<file path="src/core/rx_reasm_pkg.sv">
/*
  shared constants and types for the receive reassembly control block.
  assumes a 16-bit register port, 21-bit external byte addresses and 9-bit memory bytes.
*/
package rx_reasm_pkg;

  // register offsets on the 16-bit register port
  localparam logic [15:0] REG_CTRL = 16'h3000;
  localparam logic [15:0] REG_SH_ID = 16'h3010;
  localparam logic [15:0] REG_SH_CNT = 16'h3012;
  localparam logic [15:0] REG_UN_ID = 16'h3020;
  localparam logic [15:0] REG_UN_CNT = 16'h3022;
  localparam logic [15:0] REG_OV_ID = 16'h3030;
  localparam logic [15:0] REG_OV_CNT = 16'h3032;
  localparam logic [15:0] CTRL_RESET = 16'h0000;

  // control register fields
  localparam int CTRL_BASE_LSB = 0;
  localparam int CTRL_BASE_MSB = 2;
  localparam int CTRL_EN_LSB = 4;
  localparam int CTRL_EN_MSB = 8;

  // shared error kinds, bit index in the enable field
  localparam int ERR_HDR_PAR = 0;
  localparam int ERR_HDR_CRC = 1;
  localparam int ERR_SEQ = 2;
  localparam int ERR_PB_PAR = 3;
  localparam int ERR_PB_RANGE = 4;
  localparam int NUM_SHARED_ERR = 5;

  // control structure word indices
  localparam int W_ENTRY = 0;
  localparam int W_LEAD = 1;
  localparam int W_AVG = 2;
  localparam int W_CUR = 3;
  localparam int W_RDPOS = 4;
  localparam int W_STATE = 5;
  localparam int STRUCT_WORDS = 6;
  localparam int S_BIT = 15;
  localparam int BS_MSB = 14;
  localparam int BS_LSB = 12;
  localparam int V_BIT = 15;

  // adaptation type codes
  localparam logic [1:0] AS_CBR = 2'h0;
  localparam logic [1:0] AS_AAL1 = 2'h2;
  localparam logic [1:0] AS_SRTS = 2'h3;

  // buffer size codes
  localparam logic [2:0] BS_64 = 3'h0;
  localparam logic [2:0] BS_128 = 3'h1;
  localparam logic [2:0] BS_256 = 3'h2;
  localparam logic [2:0] BS_512 = 3'h3;
  localparam logic [2:0] BS_1024 = 3'h4;

  localparam logic [6:0] CELL_BYTES = 7'h30;
  localparam logic [5:0] PAYLOAD_FULL = 6'h2F;
  localparam logic [5:0] PAYLOAD_MIN = 6'h03;
  localparam logic [7:0] SILENCE = 8'hFF;
  localparam logic [6:0] PB_MAX_OFFSET = 7'h5D;
  localparam logic [3:0] STRUCT_LOW = 4'h0;
  localparam logic [1:0] LEAD_LOW = 2'h0;
  localparam logic [20:0] WORD_STEP = 21'h000002;
  localparam logic [7:0] ENTRY_STEP = 8'h02;

  typedef struct packed {
    logic sop;
    logic [13:0] vc_field;
    logic [7:0] data;
  } cell_beat_type;

  typedef struct packed {
    logic req;
    logic we;
    logic byte_access;
    logic [20:0] addr;
    logic [15:0] wdata;
  } mem_cmd_type;

endpackage

</file>
<file path="src/core/aal_rx_reassembly_buffer_ctrl.sv">
/*
  receive reassembly control: cell fifo, structure load, lead window check,
  header checks, payload scatter into circular buffers, tdm read-out service.
  assumes cells arrive as 48 payload beats with sop on the first, and a
  memory command held until mem_ack after any number of wait cycles, with read data valid in the ack cycle.
*/
`timescale 1ns/1ps
`default_nettype none

module rx_cell_fifo #(
  parameter int WIDTH = 23,
  parameter int DEPTH = 32
) (
  input wire logic clock,
  input wire logic rstn,
  input wire logic in_valid,
  output logic in_ready,
  input wire logic [WIDTH-1:0] in_data,
  output logic out_valid,
  input wire logic out_ready,
  output logic [WIDTH-1:0] out_data
);
  localparam int AW = $clog2(DEPTH);
  logic [WIDTH-1:0] mem_r [DEPTH];
  logic [AW:0] wr_r;
  logic [AW:0] rd_r;
  wire logic full = (wr_r[AW] != rd_r[AW]) && (wr_r[AW-1:0] == rd_r[AW-1:0]);
  wire logic empty = (wr_r == rd_r);
  wire logic push = in_valid && !full;
  wire logic pop = out_ready && !empty;

  assign in_ready = !full;
  assign out_valid = !empty;
  assign out_data = mem_r[rd_r[AW-1:0]];

  always_ff @(posedge clock) begin
    if (push) begin
      mem_r[wr_r[AW-1:0]] <= in_data;
    end
  end

  always_ff @(posedge clock) begin
    if (!rstn) begin
      wr_r <= '0;
      rd_r <= '0;
    end else begin
      if (push) begin
        wr_r <= wr_r + 1'b1;
      end
      if (pop) begin
        rd_r <= rd_r + 1'b1;
      end
    end
  end
endmodule // rx_cell_fifo

module aal_rx_reassembly_buffer_ctrl
  import rx_reasm_pkg::*;
#(
  parameter int FIFO_DEPTH = 32
) (
  input wire logic clock,
  input wire logic rstn,
  input wire logic [15:0] reg_addr,
  input wire logic reg_wr,
  input wire logic reg_rd,
  input wire logic [15:0] reg_wdata,
  output logic [15:0] reg_rdata,
  input wire cell_beat_type cell_in,
  input wire logic cell_valid,
  output logic cell_ready,
  output mem_cmd_type mem_cmd,
  input wire logic [15:0] mem_rdata,
  input wire logic mem_ack,
  input wire logic tdm_req,
  input wire logic [20:0] tdm_addr,
  input wire logic tdm_underrun_en,
  input wire logic tdm_wb_dis,
  output logic tdm_ack,
  output logic [7:0] tdm_data,
  output logic tdm_underrun
);

  typedef enum logic [8:0] {
    ST_IDLE = 9'b000000001,
    ST_LOAD = 9'b000000010,
    ST_CHK = 9'b000000100,
    ST_PAY = 9'b000001000,
    ST_ENT = 9'b000010000,
    ST_BYTE = 9'b000100000,
    ST_WB = 9'b001000000,
    ST_TRD = 9'b010000000,
    ST_TWB = 9'b100000000
  } state_type;

  function automatic logic [2:0] crc3(input logic [3:0] d);
    logic [2:0] r;
    logic fb;
    r = 3'h0;
    for (int i = 3; i >= 0; i--) begin
      fb = d[i] ^ r[2];
      r = {r[1], r[0] ^ fb, fb};
    end
    return r;
  endfunction

  state_type state_r;
  logic [15:0] ctrl_r;
  logic [15:0] sh_id_r, sh_cnt_r, un_id_r, un_cnt_r, ov_id_r, ov_cnt_r;
  logic [15:0] sw_r [STRUCT_WORDS];
  logic [13:0] vc_r;
  logic [2:0] ld_idx_r;
  logic [6:0] k_r;
  logic [7:0] cur_r;
  logic [9:0] wp_r;
  logic [7:0] hdr_r;
  logic hdr_seen_r;
  logic pb_exp_r;
  logic [15:0] ent_r;
  logic wb_idx_r;
  logic [20:0] taddr_r;
  logic tue_r, twd_r;
  logic [8:0] tbyte_r;

  cell_beat_type f_data;
  logic f_valid;
  logic f_pop;

  rx_cell_fifo #(.WIDTH($bits(cell_beat_type)), .DEPTH(FIFO_DEPTH)) u_fifo (
    .clock(clock),
    .rstn(rstn),
    .in_valid(cell_valid),
    .in_ready(cell_ready),
    .in_data(cell_in),
    .out_valid(f_valid),
    .out_ready(f_pop),
    .out_data(f_data)
  );

  // structure and buffer addressing
  wire logic [2:0] region_base = ctrl_r[CTRL_BASE_MSB:CTRL_BASE_LSB];
  wire logic [4:0] err_en = ctrl_r[CTRL_EN_MSB:CTRL_EN_LSB];
  wire logic [20:0] struct_ptr = {region_base, vc_r, STRUCT_LOW};
  wire logic [20:0] ld_addr = struct_ptr + (WORD_STEP * 21'(ld_idx_r));
  wire logic [7:0] first_ent = sw_r[W_ENTRY][15:8];
  wire logic [7:0] last_ent = sw_r[W_ENTRY][7:0];
  wire logic [20:0] ent_addr = {struct_ptr[20:8], cur_r};
  wire logic [1:0] as_code = sw_r[W_AVG][7:6];
  wire logic [5:0] psize = sw_r[W_AVG][5:0];
  wire logic is_aal1 = (as_code == AS_AAL1) || (as_code == AS_SRTS);
  wire logic s_init = sw_r[W_STATE][S_BIT];
  wire logic [2:0] bs_code = sw_r[W_STATE][BS_MSB:BS_LSB];

  // reserved size codes fall back to the smallest buffer
  wire logic [9:0] size_mask =
    (bs_code == BS_128) ? 10'h07F :
    (bs_code == BS_256) ? 10'h0FF :
    (bs_code == BS_512) ? 10'h1FF :
    (bs_code == BS_1024) ? 10'h3FF : 10'h03F;

  wire logic [9:0] min4 = {sw_r[W_LEAD][15:8], LEAD_LOW};
  wire logic [9:0] max4 = {sw_r[W_LEAD][7:0], LEAD_LOW};
  wire logic [9:0] avg4 = {sw_r[W_AVG][15:8], LEAD_LOW};
  wire logic [9:0] rdpos = sw_r[W_RDPOS][9:0];
  wire logic [9:0] wp_old = sw_r[W_STATE][9:0];
  wire logic [9:0] lead = (wp_old - rdpos) & size_mask;
  wire logic overrun = s_init && (lead > max4);
  wire logic underrun = s_init && (lead < min4);
  wire logic [9:0] wp_avg = (rdpos + avg4) & size_mask;
  wire logic [9:0] wp_start = (!s_init || overrun || underrun) ? wp_avg : wp_old;

  // buffer byte address: buffers sit on boundaries of their own size
  wire logic [20:0] byte_addr = {ent_r[14:0], 6'h00} | {11'h000, wp_r & size_mask};
  wire logic ent_valid = ent_r[V_BIT];
  wire logic last_payload = (k_r == {1'b0, psize});
  wire logic last_beat = (k_r == CELL_BYTES - 7'h01);

  // header and pointer byte checks
  wire logic [7:0] hb = f_data.data;
  wire logic [2:0] sc_exp = sw_r[W_CUR][6:4] + 3'h1;
  wire logic at_hdr = is_aal1 && (k_r == 7'h00);
  wire logic at_pb = pb_exp_r && (k_r == 7'h01);
  wire logic hdr_par_err = ^hb;
  wire logic hdr_crc_err = (crc3(hb[7:4]) != hb[3:1]);
  wire logic seq_err = s_init && (hb[6:4] != sc_exp);
  wire logic pb_par_err = ^hb;
  wire logic pb_rng_err = (hb[6:0] > PB_MAX_OFFSET);
  wire logic pb_follows = hb[7] && !hb[4];
  wire logic beat_here = (state_r == ST_PAY) && f_valid;
  wire logic [4:0] err_vec = !beat_here ? 5'h00 :
    at_hdr ? {2'b00, seq_err, hdr_crc_err, hdr_par_err} :
    at_pb ? {pb_rng_err, pb_par_err, 3'b000} : 5'h00;
  wire logic [4:0] err_hit = err_vec & err_en;
  wire logic [2:0] err_n = 3'(err_hit[0]) + 3'(err_hit[1]) + 3'(err_hit[2])
    + 3'(err_hit[3]) + 3'(err_hit[4]);
  wire logic [15:0] vc_id = {2'b00, vc_r};
  wire logic in_payload = !at_hdr && !at_pb && (k_r <= {1'b0, psize});

  // fifo drain: stray beats in idle are dropped, but a sop beat stays for the payload pass;
  // header, pointer and spare beats pop at once, payload after its write
  assign f_pop = (state_r == ST_IDLE && !tdm_req && !f_data.sop)
    || (beat_here && !in_payload)
    || (state_r == ST_BYTE && (!ent_valid || mem_ack));

  // memory command
  wire logic [15:0] wb_word = wb_idx_r ? {1'b1, bs_code, 2'b00, wp_r} : {cur_r, hdr_r};
  wire logic [20:0] wb_addr = struct_ptr + (wb_idx_r ? WORD_STEP * 21'(W_STATE)
    : WORD_STEP * 21'(W_CUR));
  wire logic [8:0] tdm_wb = twd_r ? {1'b1, tbyte_r[7:0]} : {1'b1, SILENCE};
  assign mem_cmd.req = (state_r == ST_LOAD) || (state_r == ST_ENT) || (state_r == ST_WB)
    || (state_r == ST_TRD) || (state_r == ST_TWB) || (state_r == ST_BYTE && ent_valid);
  assign mem_cmd.we = (state_r == ST_BYTE) || (state_r == ST_WB) || (state_r == ST_TWB);
  assign mem_cmd.byte_access = (state_r == ST_BYTE) || (state_r == ST_TRD)
    || (state_r == ST_TWB);
  assign mem_cmd.addr = (state_r == ST_LOAD) ? ld_addr :
    (state_r == ST_ENT) ? ent_addr :
    (state_r == ST_BYTE) ? byte_addr :
    (state_r == ST_WB) ? wb_addr : taddr_r;
  assign mem_cmd.wdata = (state_r == ST_BYTE) ? {7'h00, 1'b0, f_data.data} :
    (state_r == ST_WB) ? wb_word : {7'h00, tdm_wb};

  wire logic [15:0] rd_mux =
    (reg_addr == REG_CTRL) ? ctrl_r :
    (reg_addr == REG_SH_ID) ? sh_id_r :
    (reg_addr == REG_SH_CNT) ? sh_cnt_r :
    (reg_addr == REG_UN_ID) ? un_id_r :
    (reg_addr == REG_UN_CNT) ? un_cnt_r :
    (reg_addr == REG_OV_ID) ? ov_id_r :
    (reg_addr == REG_OV_CNT) ? ov_cnt_r : 16'h0000;

  // register port
  always_ff @(posedge clock) begin
    if (!rstn) begin
      ctrl_r <= CTRL_RESET;
      reg_rdata <= 16'h0000;
    end else begin
      if (reg_wr && reg_addr == REG_CTRL) begin
        ctrl_r <= reg_wdata;
      end
      if (reg_rd) begin
        reg_rdata <= rd_mux;
      end
    end
  end

  // error statistics; counters wrap
  always_ff @(posedge clock) begin
    if (!rstn) begin
      sh_id_r <= 16'h0000;
      sh_cnt_r <= 16'h0000;
      un_id_r <= 16'h0000;
      un_cnt_r <= 16'h0000;
      ov_id_r <= 16'h0000;
      ov_cnt_r <= 16'h0000;
    end else begin
      if (err_hit != 5'h00) begin
        sh_cnt_r <= sh_cnt_r + 16'(err_n);
        sh_id_r <= vc_id;
      end
      if (state_r == ST_CHK && underrun) begin
        un_cnt_r <= un_cnt_r + 16'h0001;
        un_id_r <= vc_id;
      end
      if (state_r == ST_CHK && overrun) begin
        ov_cnt_r <= ov_cnt_r + 16'h0001;
        ov_id_r <= vc_id;
      end
    end
  end

  always_ff @(posedge clock) begin
    if (state_r == ST_LOAD && mem_ack) begin
      sw_r[ld_idx_r] <= mem_rdata;
    end
  end

  // main sequencer
  always_ff @(posedge clock) begin
    if (!rstn) begin
      state_r <= ST_IDLE;
      vc_r <= 14'h0000;
      ld_idx_r <= 3'h0;
      k_r <= 7'h00;
      cur_r <= 8'h00;
      wp_r <= 10'h000;
      hdr_r <= 8'h00;
      hdr_seen_r <= 1'b0;
      pb_exp_r <= 1'b0;
      ent_r <= 16'h0000;
      wb_idx_r <= 1'b0;
      taddr_r <= 21'h000000;
      tue_r <= 1'b0;
      twd_r <= 1'b0;
      tbyte_r <= 9'h000;
      tdm_ack <= 1'b0;
      tdm_data <= 8'h00;
      tdm_underrun <= 1'b0;
    end else begin
      tdm_ack <= 1'b0;
      unique case (state_r)
        ST_IDLE: begin
          if (tdm_req) begin
            taddr_r <= tdm_addr;
            tue_r <= tdm_underrun_en;
            twd_r <= tdm_wb_dis;
            state_r <= ST_TRD;
          end else if (f_valid && f_data.sop) begin
            vc_r <= f_data.vc_field;
            ld_idx_r <= 3'h0;
            state_r <= ST_LOAD;
          end
        end
        ST_LOAD: begin
          if (mem_ack) begin
            ld_idx_r <= ld_idx_r + 3'h1;
            if (ld_idx_r == 3'(STRUCT_WORDS - 1)) begin
              state_r <= ST_CHK;
            end
          end
        end
        ST_CHK: begin
          wp_r <= wp_start;
          cur_r <= sw_r[W_CUR][15:8];
          hdr_r <= sw_r[W_CUR][7:0];
          hdr_seen_r <= 1'b0;
          pb_exp_r <= 1'b0;
          k_r <= 7'h00;
          state_r <= ST_PAY;
        end
        ST_PAY: begin
          if (f_valid) begin
            if (at_hdr) begin
              hdr_r <= hb;
              hdr_seen_r <= 1'b1;
              pb_exp_r <= pb_follows;
            end
            if (in_payload) begin
              state_r <= ST_ENT;
            end else if (last_beat) begin
              wb_idx_r <= 1'b0;
              state_r <= ST_WB;
            end else begin
              k_r <= k_r + 7'h01;
            end
          end
        end
        ST_ENT: begin
          if (mem_ack) begin
            ent_r <= mem_rdata;
            state_r <= ST_BYTE;
          end
        end
        ST_BYTE: begin
          if (!ent_valid || mem_ack) begin
            // channels of one VC interleave byte by byte
            if (cur_r == last_ent) begin
              cur_r <= first_ent;
              wp_r <= (wp_r + 10'h001) & size_mask;
            end else begin
              cur_r <= cur_r + ENTRY_STEP;
            end
            if (last_beat) begin
              wb_idx_r <= 1'b0;
              state_r <= ST_WB;
            end else begin
              k_r <= k_r + 7'h01;
              state_r <= last_payload ? ST_PAY : ST_PAY;
            end
          end
        end
        ST_WB: begin
          if (mem_ack) begin
            wb_idx_r <= 1'b1;
            if (wb_idx_r) begin
              state_r <= ST_IDLE;
            end
          end
        end
        ST_TRD: begin
          if (mem_ack) begin
            tbyte_r <= mem_rdata[8:0];
            state_r <= ST_TWB;
          end
        end
        ST_TWB: begin
          if (mem_ack) begin
            tdm_ack <= 1'b1;
            tdm_data <= tbyte_r[7:0];
            tdm_underrun <= tue_r && tbyte_r[8];
            state_r <= ST_IDLE;
          end
        end
        default: begin
          state_r <= ST_IDLE;
        end
      endcase
    end
  end

endmodule // aal_rx_reassembly_buffer_ctrl

`default_nettype wire

</file>
<file path="config.mk">
export PLATFORM = sky130hd
export DESIGN_NAME = aal_rx_reassembly_buffer_ctrl
export DESIGN_NICKNAME = d
export VERILOG_FILES = /design/src/core/rx_reasm_pkg.sv /design/src/core/aal_rx_reassembly_buffer_ctrl.sv
export SDC_FILE = /design/constraint.sdc
export NUM_CORES = 2
export LEC_CHECK = 0
export ABC_AREA = 1
export BUFFER_PORTS_ARGS = -buffer_cell sky130_fd_sc_hd__buf_2
export CORE_MARGIN = 4
export CORE_UTILIZATION = 30
export CTS_CLUSTER_DIAMETER = 200
export DETAILED_ROUTE_END_ITERATION = 7
export SYNTH_ARGS = -nofsm -noshare
export SYNTH_HDL_FRONTEND = slang
export SYNTH_SLANG_ARGS = --single-unit
</file>
<file path="constraint.sdc">
create_clock -name clock -period 6.65 [get_ports clock]
set_input_delay 0.9975 -clock clock [delete_from_list [all_inputs] [get_ports clock]]
set_output_delay 0.9975 -clock clock [all_outputs]
set_load 0.1 [all_outputs]
</file>
==> metrics.cfg <==
[run_status]
status = completed

[grt]
met1_usage_pct = 24.0
use_met2_pct = 26.6
grt_start_max_net_pins = 131
top_usage_layer = met2
grt_util_met3_pct = 2.45
grt_overflow = 0
grt_usage_pct = 16.9
grt_pass1_vias = 31200
antenna_found_initial = 12
grt_pass1_wl_mm = 204

[yosys]
yosys_warnings = 0
ys_top_cells_by_count = edfxtp_1 (823), nand2_1 (622), nor2_1 (606)
avgSynthCellArea_um2 = 10.6
synth_edf_count = 823
ys_seq_area_share_pct = 65.3
synthArstFlopShare_pct = 0
yosysUniqueCellTypes = 54
yosysMostFrequentCell = edfxtp_1
syn_area_mm2 = 0.0457
synth_area_leaders = edfxtp_1 (54%), dfxtp_1 (11%), nand2_1 (5.1%)
synth.top_cell.area_share_pct = 54.0
synth_xor_area_share_pct = 0.843
ys_ff_latch = 1081
synth_adder_area_share_pct = 1.83
synthSimpleGateAreaFrac_pct = 15.4
synth_fp_nets = 4469
synth_cells = 4304
synth_compound_area_share_pct = 11.9
synth_top_family_by_area = simple AND/OR/NAND/NOR gates
synth_ff_type = edfxtp_1
yosysTopAreaCell = edfxtp_1
synthMuxAreaShare_pct = 0

[setup_path]
crit_fanout = 37
reg2reg_depth = 26
end_kind = register
worstPathRequired_ps = 7250
cp-start-kind = register
cp_data_arrival_time_ps = 6450
worst-setup-path-type = reg -> reg

[place]
place.port_buffers = 167
dp_cells = 6321
gp_congestion = 0.909
post-dp-hpwl_mm = 82.2

[die]
core-area_mm2 = 0.152
io_pins = 168
start_util_pct = 30.1
chipWidth_um = 398
die-area_mm2 = 0.159
rows = 143
die_y_um = 398

[sta]
worstMarginPinSlew_ps = 1240
min_period_ps = 5850
min_period_over_period_pct = 88.0
rsz0062_at_grt = no
fmax_mhz = 171
setup_violations = 0
final.setup_skew_ps = 21.2
relSlewSlack_pct = 17.2
finalHoldViolCount = 0
drv_slew = 0
setup_tns_ps = 0

[clock_network]
cts-root-buf = clkbuf_16
cts_tree = yes
path_clk_slew_ps = 60
cts_sinks = 1081
clk_path_buf_depth = 3
clkLatencyLatePin_ps = 720
cts-htree-levels = 3
cts_resized = 0
post_cts_buffers = 0
cts_hold_buf = 0
numCtsBuffers = 108

[power_and_ir_drop]
power_frac_seq_pct = 42.9
p_sw_uw = 5540
leakagePower_uw = 0.0185
ir_drop_uv = 245
intPower_uw = 12000
power_frac_comb_pct = 20.8
switching_share_pct = 31.7
pwr-share-clk_pct = 36.4
p_per_area_mw_per_mm2 = 334

[cells_and_area]
num-fill-cells = 15100
area_growth_pct = 14.7
layout.cells.non_filler = 6525
layout-drive-gt1-share_pct = 10.3
layout.nets = 4566

[detailed_routing]
viasPerCell = 5.17
num_vias = 33700
drtAntennaViolNets = 0
initialDrtViolationCount = 3897
drt-pass1-iter-count = 6
wire_per_inst_um = 21.3
drc = 0
drt-total-wl_mm = 139

[min_path]
hp-class = reg -> reg
holdPathStages = 2

[job]
maxCapViolations = 0

[worst max-delay path, stage by stage (launching register included)]
cell      delay (ps)
dfxtp_4          360
clkinv_2         590
o211ai_1         350
nand2_1          100
o21ai_1          220
nand2_1          270
inv_1            170
ha_1             240
inv_1             70
xor2_1           170
nand2_1           80
nand2_1          170
inv_2             90
nor2_1           140
fa_1             460
fa_1             500
ha_1             170
inv_1             70
fa_1             450
o21bai_1         250
nand3_1          130
inv_1            100
nand3_1           90
nor3_1           200
nand3_1          100
nand2_1           90
nor2_1            40
[area by class of cell]
| class | count | area [um2] | share of cell area, % |
|---|---|---|---|
| flip-flops and latches | 1081 | 29900 | 57.0 |
| multi-input cells | 2722 | 14000 | 26.7 |
| clock buffers | 155 | 3130 | 5.97 |
| well taps | 2030 | 2540 | 4.84 |
| repair buffers | 225 | 1310 | 2.50 |
| inverters | 263 | 1010 | 1.93 |
| clock inverters | 47 | 573 | 1.09 |
| diodes | 2 | 5.00 | 0.00954 |
[flip-flops by register name, summed over array words and instances (netlist names), 16 cells and up, named ones only]
register      cells
u_fifo.mem_r    736
ov_cnt_r         16
un_cnt_r         16
reg_rdata        16
ctrl_r           16
sw_r             87
sh_cnt_r         16
ent_r            16
taddr_r          21
[power groups by stage]
stage | combinational, uW | sequential, uW | clock [uW]
after global routing | 3950 | 7510 | 6730
after CTS | 3610 | 7500 | 6440
final | 3640 | 7500 | 6360
after global placement | 3570 | 7640 | 0
after floorplan | 2600 | 7600 | 0
after detailed placement | 3600 | 7640 | 0
[logic make-up after synthesis]
logic type | count (synthesis)
fa+ha+maj | 64
xor+xnor | 44
compound gates | 921
flops | 1081
buf+inv | 501
simple gates | 1693
[metal layers]
| metal | wire (um) | part of all wire (%) |
|---|---|---|
| met4 | 4280 | 3.1 |
| met3 | 11300 | 8.2 |
| met1 | 60300 | 43 |
| met5 | 0 | 0 |
| met2 | 63000 | 45 |
[cells in the final DEF (no fill, tap or decap), drive strengths merged, types with 2 or more instances in the layout]
| cell | Yosys | layout |
|---|---|---|
| buf | 79 | 225 |
| dfxtp | 258 | 258 |
| xor2 | 36 | 36 |
| nor3b | 4 | 4 |
| nand2 | 630 | 630 |
| a211oi | 23 | 23 |
| o221ai | 115 | 115 |
| nand3 | 360 | 360 |
| inv | 256 | 256 |
| edfxtp | 823 | 823 |
| xnor2 | 8 | 8 |
| a221oi | 25 | 25 |
| clkinvlp | 0 | 2 |
| a21oi | 183 | 183 |
| clkbuf | 159 | 155 |
| o21a | 4 | 4 |
| nor3 | 59 | 59 |
| bufinv | 0 | 12 |
| o21bai | 4 | 4 |
| ha | 59 | 59 |
| a2bb2oi | 9 | 9 |
| and3 | 2 | 2 |
| o2111ai | 15 | 15 |
| nand4 | 12 | 12 |
| and2 | 2 | 2 |
| o21ai | 461 | 461 |
| nor2 | 608 | 608 |
| nor4 | 13 | 13 |
| a31oi | 7 | 7 |
| fa | 5 | 5 |
| o22ai | 36 | 36 |
| or2 | 2 | 2 |
| diode | 0 | 2 |
| o211ai | 27 | 27 |
| clkinv | 7 | 40 |
| a22oi | 7 | 7 |
[metrics by stage]
stage | hold slack [ps] | instance area, um2 | setup WS (ps) | power (uW) | util [%]
6_report | 448 | 52400 | 801 | 17500 | 34.6
3_3_place_gp | 437 | 48700 | 880 | 11200 | 32.1
4_1_cts | 449 | 52400 | 872 | 17500 | 34.6
2_1_floorplan | 425 | 45700 | 1950 | 10200 | -
3_5_place_dp | 441 | 48700 | 877 | 11200 | 32.1
5_1_grt | 471 | 52400 | 365 | 18200 | 34.6
[path summary, 6_finish.rpt]
kind	slack [ps]	to	from
worst max register to register	800	sh_cnt_r[14]	register
worst max-delay path	800	sh_cnt_r[14]	register
worst min-delay path	450	ent_r[0]	ent_r[0]
worst min register to register	450	ent_r[0]	ent_r[0]
Note: power is estimated with default switching activity, not from simulation.
